--- config.mk ---
export PLATFORM = sky130hd
export DESIGN_NAME = dual_reload_down_timer
export DESIGN_NICKNAME = d
export VERILOG_FILES = /design/src/inc/timer_pkg.sv /design/src/verilog/dual_reload_down_timer.sv /design/src/verilog/event_noise_filter.sv
export SDC_FILE = /design/constraint.sdc
export NUM_CORES = 1
export LEC_CHECK = 0
export BUFFER_PORTS_ARGS = -buffer_cell sky130_fd_sc_hd__buf_2
export CORE_UTILIZATION = 30
export CTS_CLUSTER_SIZE = 10
export DETAILED_ROUTE_END_ITERATION = 8
export PLACE_DENSITY = 0.47
export SYNTH_ARGS = -nofsm -noshare
export SYNTH_HDL_FRONTEND = slang
export SYNTH_SLANG_ARGS = --single-unit
--- constraint.sdc ---
create_clock -name CLOCK_IN -period 5.9 [get_ports CLOCK_IN]
set_clock_uncertainty 0.1 [all_clocks]
set_input_delay 1.18 -clock CLOCK_IN [delete_from_list [all_inputs] [get_ports CLOCK_IN]]
set_output_delay 1.18 -clock CLOCK_IN [all_outputs]
set_load 0.01 [all_outputs]
--- src/inc/timer_pkg.sv ---
/*
  Constants shared by the dual reload down timer and its event noise filter.
  Assumes a single 100 MHz system clock.
*/
package timer_pkg;

  // ----------------------------------------
  // Clock and timing
  // ----------------------------------------
  localparam int unsigned CLK_HZ = 100_000_000;
  localparam int unsigned REF_HZ = 2048;
  localparam int unsigned REF_CYCLES_DEF = CLK_HZ / REF_HZ;
  localparam logic [1:0] NR_ACCEPT_TICKS = 2'h2;

  // ----------------------------------------
  // Field encodings
  // ----------------------------------------
  typedef enum logic {
    MODE_TIMER = 1'b0,
    MODE_EVENT = 1'b1
  } counting_mode_e;

  localparam logic SRC_LOW = 1'b0;
  localparam logic SRC_HIGH = 1'b1;
  localparam logic EDGE_FALL = 1'b0;
  localparam logic EDGE_RISE = 1'b1;
  localparam logic CHAIN_8BIT = 1'b0;
  localparam logic CHAIN_16BIT = 1'b1;
  localparam logic [1:0] RATIO_1 = 2'h0;
  localparam logic [1:0] RATIO_4 = 2'h1;
  localparam logic [1:0] RATIO_32 = 2'h2;
  localparam logic [1:0] RATIO_256 = 2'h3;
  localparam logic [7:0] MASK_1 = 8'h00;
  localparam logic [7:0] MASK_4 = 8'h03;
  localparam logic [7:0] MASK_32 = 8'h1F;
  localparam logic [7:0] MASK_256 = 8'hFF;

  // ----------------------------------------
  // Reset values
  // ----------------------------------------
  localparam logic [7:0] COUNT_RST = 8'h00;
  localparam logic FLAG_RST = 1'b0;
  localparam logic EVT_LEVEL_RST = 1'b1;

endpackage

--- src/verilog/dual_reload_down_timer.sv ---
/*
  Two 8-bit reload down counters, separate or chained to 16 bits, with
  prescalers, event counting, underflow flags and divided outputs.
  Assumes control inputs come from same-clock logic; oscillator and
  event pins are asynchronous and are synchronised here.
*/
`timescale 1ns/1ps
// Notes on behaviour
// - Two 8-bit presettable down counters, configurable
// - Chain select 0: two independent 8-bit channels
// - Preset strobe copies reload value into counter
// - Run gates count clock; stop holds value
// - Low read latches high byte for readback
// - Underflow reloads stored value, counting continues
// - Underflow drives flag, pulse; second channel's also serial clock
// - Timer mode counts prescaler output pulses
// - Mode select: 0 timer, 1 event; reset timer
// - Second channel counts timer mode only
// - Event mode ignores first ratio and source
// - Edge select: 0 falling, 1 rising
// - Noise reject enable turns rejector on
// - Level accepted at second 2048 Hz tick
// - Chain select 1: one 16-bit counter
// - Prescaler divides by 1, 4, 32, 256
// - Source select: 0 low, 1 high oscillator
// - Underflow sets flag regardless of mask
module dual_reload_down_timer import timer_pkg::*; #(
  parameter int unsigned REF_CYCLES = REF_CYCLES_DEF
) (
  // Clock and reset
  input wire logic CLOCK_IN,
  input wire logic RESETN_IN,
  // Pins
  input wire logic LOW_SPEED_OSCILLATOR_IN,
  input wire logic HIGH_SPEED_OSCILLATOR_IN,
  input wire logic EVENT_INPUT_PIN_IN,
  // Reload and strobes
  input wire logic [7:0] FIRST_RELOAD_VALUE_IN,
  input wire logic [7:0] SECOND_RELOAD_VALUE_IN,
  input wire logic FIRST_COUNTER_PRESET_IN,
  input wire logic SECOND_COUNTER_PRESET_IN,
  // Control
  input wire logic FIRST_RUN_CONTROL_IN,
  input wire logic SECOND_RUN_CONTROL_IN,
  input wire logic CHAIN_SELECT_IN,
  input wire logic COUNTING_MODE_SELECT_IN,
  input wire logic EVENT_EDGE_POLARITY_IN,
  input wire logic NOISE_REJECT_ENABLE_IN,
  input wire logic FIRST_RATIO_SELECT_LO_IN,
  input wire logic FIRST_RATIO_SELECT_HI_IN,
  input wire logic [1:0] SECOND_RATIO_SELECT_IN,
  input wire logic FIRST_SOURCE_SELECT_IN,
  input wire logic SECOND_SOURCE_SELECT_IN,
  input wire logic PULSE_CHANNEL_SELECT_IN,
  // Interrupt flags
  input wire logic FIRST_UNDERFLOW_MASK_IN,
  input wire logic SECOND_UNDERFLOW_MASK_IN,
  input wire logic FIRST_FLAG_CLEAR_IN,
  input wire logic SECOND_FLAG_CLEAR_IN,
  output logic FIRST_UNDERFLOW_FLAG_OUT,
  output logic SECOND_UNDERFLOW_FLAG_OUT,
  output logic FIRST_IRQ_OUT,
  output logic SECOND_IRQ_OUT,
  // Readback
  input wire logic LOW_READ_IN,
  input wire logic HIGH_READ_IN,
  output logic [7:0] FIRST_COUNT_READBACK_OUT,
  output logic [7:0] SECOND_COUNT_READBACK_OUT,
  // Divided outputs
  output logic UNDERFLOW_PULSE_OUT,
  output logic SERIAL_CLOCK_OUT
);

  // ----------------------------------------
  // Helpers
  // ----------------------------------------
  function automatic logic [7:0] ratio_mask(input logic [1:0] sel);
    case (sel)
      RATIO_1: ratio_mask = MASK_1;
      RATIO_4: ratio_mask = MASK_4;
      RATIO_32: ratio_mask = MASK_32;
      RATIO_256: ratio_mask = MASK_256;
      default: ratio_mask = MASK_1;
    endcase
  endfunction

  function automatic logic presc_hit(input logic [7:0] cnt, input logic [1:0] sel);
    presc_hit = (cnt & ratio_mask(sel)) == ratio_mask(sel);
  endfunction

  // ----------------------------------------
  // Synchronisers
  // ----------------------------------------
  logic [2:0] lo_sync_r;
  logic [2:0] hi_sync_r;
  logic [1:0] ev_sync_r;
  logic lo_rise;
  logic hi_rise;

  // Bit 0 feeds only bit 1; edges are taken between bits 1 and 2
  always_ff @(posedge CLOCK_IN) begin
    if (!RESETN_IN) begin
      lo_sync_r <= 3'h0;
      hi_sync_r <= 3'h0;
      ev_sync_r <= {2{EVT_LEVEL_RST}};
    end else begin
      lo_sync_r <= {lo_sync_r[1:0], LOW_SPEED_OSCILLATOR_IN};
      hi_sync_r <= {hi_sync_r[1:0], HIGH_SPEED_OSCILLATOR_IN};
      ev_sync_r <= {ev_sync_r[0], EVENT_INPUT_PIN_IN};
    end
  end

  assign lo_rise = lo_sync_r[1] & ~lo_sync_r[2];
  assign hi_rise = hi_sync_r[1] & ~hi_sync_r[2];

  // ----------------------------------------
  // 2048 Hz reference
  // ----------------------------------------
  logic [15:0] ref_cnt_r;
  logic ref_tick;

  assign ref_tick = ref_cnt_r == 16'(REF_CYCLES - 1);

  always_ff @(posedge CLOCK_IN) begin
    if (!RESETN_IN) begin
      ref_cnt_r <= 16'h0000;
    end else if (ref_tick) begin
      ref_cnt_r <= 16'h0000;
    end else begin
      ref_cnt_r <= ref_cnt_r + 16'h0001;
    end
  end

  // ----------------------------------------
  // Prescalers
  // ----------------------------------------
  logic [1:0] sel0;
  logic src0;
  logic src1;
  logic [7:0] pre0_r;
  logic [7:0] pre1_r;
  logic pre_tick0;
  logic pre_tick1;

  assign sel0 = {FIRST_RATIO_SELECT_HI_IN, FIRST_RATIO_SELECT_LO_IN};
  assign src0 = (FIRST_SOURCE_SELECT_IN == SRC_HIGH) ? hi_rise : lo_rise;
  assign src1 = (SECOND_SOURCE_SELECT_IN == SRC_HIGH) ? hi_rise : lo_rise;
  assign pre_tick0 = src0 & presc_hit(pre0_r, sel0);
  assign pre_tick1 = src1 & presc_hit(pre1_r, SECOND_RATIO_SELECT_IN);

  // Prescalers advance only while their channel runs
  always_ff @(posedge CLOCK_IN) begin
    if (!RESETN_IN) begin
      pre0_r <= 8'h00;
      pre1_r <= 8'h00;
    end else begin
      if (FIRST_RUN_CONTROL_IN && src0) begin
        pre0_r <= pre0_r + 8'h01;
      end
      if (SECOND_RUN_CONTROL_IN && src1) begin
        pre1_r <= pre1_r + 8'h01;
      end
    end
  end

  // ----------------------------------------
  // Event input
  // ----------------------------------------
  logic ev_level;
  logic ev_prev_r;
  logic ev_edge;

  event_noise_filter u_filter (
    .clock_in(CLOCK_IN),
    .resetn_in(RESETN_IN),
    .level_in(ev_sync_r[1]),
    .ref_tick_in(ref_tick),
    .enable_in(NOISE_REJECT_ENABLE_IN),
    .level_out(ev_level)
  );

  always_ff @(posedge CLOCK_IN) begin
    if (!RESETN_IN) begin
      ev_prev_r <= EVT_LEVEL_RST;
    end else begin
      ev_prev_r <= ev_level;
    end
  end

  assign ev_edge = (EVENT_EDGE_POLARITY_IN == EDGE_RISE) ? (ev_level & ~ev_prev_r)
                                                         : (~ev_level & ev_prev_r);

  // ----------------------------------------
  // Count ticks and underflows
  // ----------------------------------------
  logic chained;
  logic tick0;
  logic tick1;
  logic uf16;
  logic uf0;
  logic uf1;
  logic [7:0] cnt0_r;
  logic [7:0] cnt1_r;

  assign chained = CHAIN_SELECT_IN == CHAIN_16BIT;
  // Event mode bypasses the first prescaler entirely
  assign tick0 = FIRST_RUN_CONTROL_IN & ((COUNTING_MODE_SELECT_IN == MODE_EVENT) ? ev_edge
                                                                   : pre_tick0);
  assign tick1 = SECOND_RUN_CONTROL_IN & pre_tick1;
  assign uf16 = tick0 && cnt0_r == 8'h00 && cnt1_r == 8'h00;
  assign uf0 = chained ? uf16 : (tick0 && cnt0_r == 8'h00);
  assign uf1 = chained ? uf16 : (tick1 && cnt1_r == 8'h00);

  // ----------------------------------------
  // Down counters
  // ----------------------------------------
  // Preset wins over a tick in the same cycle; a low strobe does nothing
  always_ff @(posedge CLOCK_IN) begin
    if (!RESETN_IN) begin
      cnt0_r <= COUNT_RST;
    end else if (FIRST_COUNTER_PRESET_IN) begin
      cnt0_r <= FIRST_RELOAD_VALUE_IN;
    end else if (tick0) begin
      cnt0_r <= uf0 ? FIRST_RELOAD_VALUE_IN : cnt0_r - 8'h01;
    end
  end

  always_ff @(posedge CLOCK_IN) begin
    if (!RESETN_IN) begin
      cnt1_r <= COUNT_RST;
    end else if (SECOND_COUNTER_PRESET_IN) begin
      cnt1_r <= SECOND_RELOAD_VALUE_IN;
    end else if (chained) begin
      if (uf16) begin
        cnt1_r <= SECOND_RELOAD_VALUE_IN;
      end else if (tick0 && cnt0_r == 8'h00) begin
        cnt1_r <= cnt1_r - 8'h01;
      end
    end else if (tick1) begin
      cnt1_r <= uf1 ? SECOND_RELOAD_VALUE_IN : cnt1_r - 8'h01;
    end
  end

  // ----------------------------------------
  // Readback with high byte hold
  // ----------------------------------------
  logic [7:0] hold_r;
  logic hold_valid_r;

  // Hold lasts until the high byte is read, so reading low first is needed
  always_ff @(posedge CLOCK_IN) begin
    if (!RESETN_IN) begin
      hold_r <= COUNT_RST;
      hold_valid_r <= 1'b0;
    end else if (LOW_READ_IN) begin
      hold_r <= cnt1_r;
      hold_valid_r <= 1'b1;
    end else if (HIGH_READ_IN) begin
      hold_valid_r <= 1'b0;
    end
  end

  assign FIRST_COUNT_READBACK_OUT = cnt0_r;
  assign SECOND_COUNT_READBACK_OUT = hold_valid_r ? hold_r : cnt1_r;

  // ----------------------------------------
  // Flags and requests
  // ----------------------------------------
  logic flag0_r;
  logic flag1_r;
  logic irq0_r;
  logic irq1_r;

  // Set wins over a clear arriving in the same cycle
  always_ff @(posedge CLOCK_IN) begin
    if (!RESETN_IN) begin
      flag0_r <= FLAG_RST;
      flag1_r <= FLAG_RST;
      irq0_r <= 1'b0;
      irq1_r <= 1'b0;
    end else begin
      flag0_r <= uf0 | (flag0_r & ~FIRST_FLAG_CLEAR_IN);
      flag1_r <= uf1 | (flag1_r & ~SECOND_FLAG_CLEAR_IN);
      irq0_r <= flag0_r & FIRST_UNDERFLOW_MASK_IN;
      irq1_r <= flag1_r & SECOND_UNDERFLOW_MASK_IN;
    end
  end

  assign FIRST_UNDERFLOW_FLAG_OUT = flag0_r;
  assign SECOND_UNDERFLOW_FLAG_OUT = flag1_r;
  assign FIRST_IRQ_OUT = irq0_r;
  assign SECOND_IRQ_OUT = irq1_r;

  // ----------------------------------------
  // Divide-by-two outputs
  // ----------------------------------------
  logic tog0_r;
  logic tog1_r;
  logic pulse_r;

  always_ff @(posedge CLOCK_IN) begin
    if (!RESETN_IN) begin
      tog0_r <= 1'b0;
      tog1_r <= 1'b0;
      pulse_r <= 1'b0;
    end else begin
      tog0_r <= tog0_r ^ uf0;
      tog1_r <= tog1_r ^ uf1;
      pulse_r <= PULSE_CHANNEL_SELECT_IN ? tog1_r : tog0_r;
    end
  end

  assign UNDERFLOW_PULSE_OUT = pulse_r;
  assign SERIAL_CLOCK_OUT = tog1_r;
endmodule // dual_reload_down_timer

--- src/verilog/event_noise_filter.sv ---
/*
  Noise rejector for the synchronised event input.
  Assumes level_in is already synchronised and ref_tick_in is a one-cycle
  pulse at each falling edge of the 2048 Hz reference.
*/
`timescale 1ns/1ps
module event_noise_filter import timer_pkg::*; (
  // Clock and reset
  input wire logic clock_in,
  input wire logic resetn_in,
  // Level path
  input wire logic level_in,
  input wire logic ref_tick_in,
  input wire logic enable_in,
  output logic level_out
);

  logic level_r;
  logic [1:0] tick_cnt_r;

  // ----------------------------------------
  // Acceptance of a new level
  // ----------------------------------------
  always_ff @(posedge clock_in) begin
    if (!resetn_in) begin
      level_r <= EVT_LEVEL_RST;
      tick_cnt_r <= 2'h0;
    end else if (!enable_in) begin
      level_r <= level_in;
      tick_cnt_r <= 2'h0;
    end else if (level_in == level_r) begin
      // A glitch that returns before the second tick is forgotten
      tick_cnt_r <= 2'h0;
    end else if (ref_tick_in) begin
      if (tick_cnt_r == NR_ACCEPT_TICKS - 2'h1) begin
        level_r <= level_in;
        tick_cnt_r <= 2'h0;
      end else begin
        tick_cnt_r <= tick_cnt_r + 2'h1;
      end
    end
  end

  assign level_out = level_r;
endmodule // event_noise_filter
==> reports/qor.yml <==
cts_setup_buffers: 0
ys_seq_area_share_pct: 42.1
synth_most_common_cell: "dfxtp_1"
cp.required_ps: 6030
place_area_um2: 4040
synth_cell_types: 62
dieWidth_um: 112
slowest_delay_ps: 550
synth_edf_count: 0
drc_errors: 4
max-cap-violations: 0
setup_viol: 0
reg2regPathDepth: 8
path_cells: "buf_2 > or3b_1 > a32oi_2 > a21oi_1 > o21ai_2 > a21boi_0 > o21a_1"
hold_class: "register to register"
worst_pin_slew_ps: 709
clockBufferDepth: 2
multi_input_comb_area_um2: 1970
violations: "design-rule violations"
initial_core_util_pct: 31.2
place_congestion: 0.762
ys.flop_type: "dfxtp_1"
slew_viol_final: 0
wl_um: 8460
max_slew_margin_pct: 52.7
fillers: 1181
ctsResizeCount: 0
synthTopCellsByCount: "dfxtp_1, nor2_1, nand2_1, xor2_1, nand3_1"
drive_gt1_share_pct: 20.9
power.density_nw_per_um2: 296
fp.dieArea_um2: 12500
hold_violations: 0
area_delta_synth_final_pct: 21.2
layout.area.seq_um2: 1520
grtUsageTotal_pct: 14.5
wl_per_cell_um: 13.7
num_rows: 39
numCtsBuffers: 9
synth-seq-cells: 76
cts_hold_buffers: 0
rsz0062_at_grt: "false"
peakVddDrop_mv: 0.131
power_mw: 1.30
holdPathStages: 1
fin_area_um2: 4380
fp.dieH_um: 112
finalNetCount: 515
p_leak_nw: 1.79
routed_via_density: 4.98
cts-root-buf: "clkbuf_16"
crit_fanout: 14
dp_hpwl_um: 6090
tns_ps: 0
ant_nets: 0
cts_tree: "built"
ys_warn_count: 0
syn_inst: 409
crit_arrival_ps: 3140
core_um2: 11600
grt_pass1_vias: 2945
critPathLaunchType: "input port"
port_buffers: 63
synthesis.nets: 456
io_pins: 64
max_freq_mhz: 332
initialDrtViolationCount: 120
grt_max_degree: 38
numClockSinks: 76
yosys.area.top_type_share_pct: 42.1
grt_overflow: 0
async_flop_share_pct: 0
slowest_stage: "o21ai_2"
diodes: 0
antenna_found_initial: 0
drt-pass1-iter-count: 6
finalCriticalPeriod_ps: 3020
num_vias: 3068
yosysTopAreaCell: "dfxtp_1"
grt_pass1_wl_um: 14400
syn_avg_cell_area_um2: 8.83
clkTransAtPathRegs_ps: 60
period_share_pct: 51.1
synth_area_um2: 3610
critPathKind: "input port to register"
insertion_delay_ps: 330
ys_top_cells_by_area: "dfxtp_1, nor2_1, xor2_1"
h-tree-depth: 3
end_kind: "register"
status: "complete, but fails checks"
## state kept, by name (all words and copies together) (netlist names), 2 cells and up
signal                    cells
ev_sync_r                     2
FIRST_COUNT_READBACK_OUT      8
hold_r                        8
lo_sync_r                     3
ref_cnt_r                    16
pre1_r                        8
pre0_r                        8
cnt1_r                        8
hi_sync_r                     3
u_filter.tick_cnt_r           2
## per-stage QoR
stage | hold slack (ps) | utilization, % | cells | setup WS, ps
after floorplan | 286 | - | 409 | 3060
after global placement | 312 | 34.9 | 600 | 2620
after detailed placement | 315 | 34.9 | 600 | 2560
after CTS | 329 | 37.9 | 616 | 2920
after global routing | 345 | 37.9 | 616 | 2780
final | 321 | 37.9 | 616 | 2880
## metal layers
layer / part of all wire (%) / track usage (%) / vias up
li1: - / - / 1558
met1: 47 / 18.3 / 1431
met2: 46 / 23.8 / 64
met3: 5.2 / 3.81 / 15
met4: 1.4 / 5.41 / 0
met5: 0 / 0 / -
## final timing paths
check	start	slack, ps	end
worst max-delay path	FIRST_SOURCE_SELECT_IN	2880	SERIAL_CLOCK_OUT
worst min-delay path	ev_sync_r[0]	320	ev_sync_r[1]
worst max register to register	FIRST_COUNT_READBACK_OUT[0]	3130	FIRST_COUNT_READBACK_OUT[4]
worst min register to register	ev_sync_r[0]	320	ev_sync_r[1]
## area by class of cell
class | count | share of cell area [%]
timing repair buffer | 63 | 7.20
multi-input combinational | 303 | 45.0
clock buffer | 13 | 6.17
inverter | 15 | 1.29
tap | 143 | 4.09
clock inverter | 3 | 1.54
sequential | 76 | 34.8
## power breakdown
part           total, mW  internal, mW  leakage (nW)  switching [mW]
registers          0.551         0.530         0.619          0.0207
clock network      0.615         0.405         0.162           0.210
logic              0.130        0.0588          1.01          0.0714
total               1.30         0.995          1.79           0.302
## worst max-delay path: cells and delay by family
family	cells	cell delay [ps]
AOI/OAI and AO/OA	5	1470
buffers and inverters	1	100
and+or+nand+nor	1	390
## logic make-up (layout without fill, tap and decap cells)
family	after synthesis	count (layout)	share of synthesized area [%]
simple gates	183	183	26.0
xor+xnor	35	35	8.48
buf+inv	30	94	3.43
flops	76	76	42.1
fa+ha+maj	5	5	1.73
compound gates	60	60	12.5
mux	20	20	5.78
## cell usage in the layout, fill, tap and decap left out, types with 10 or more instances in the layout
cell     count
dfxtp_1     76
xnor2_1     10
nand3_1     20
nand2_1     30
buf_2       63
o21ai_0     10
mux2i_1     13
nor2_1      59
nand4_1     15
a21oi_1     14
xor2_1      25
inv_1       14
Note: power is estimated with default switching activity, not from simulation.
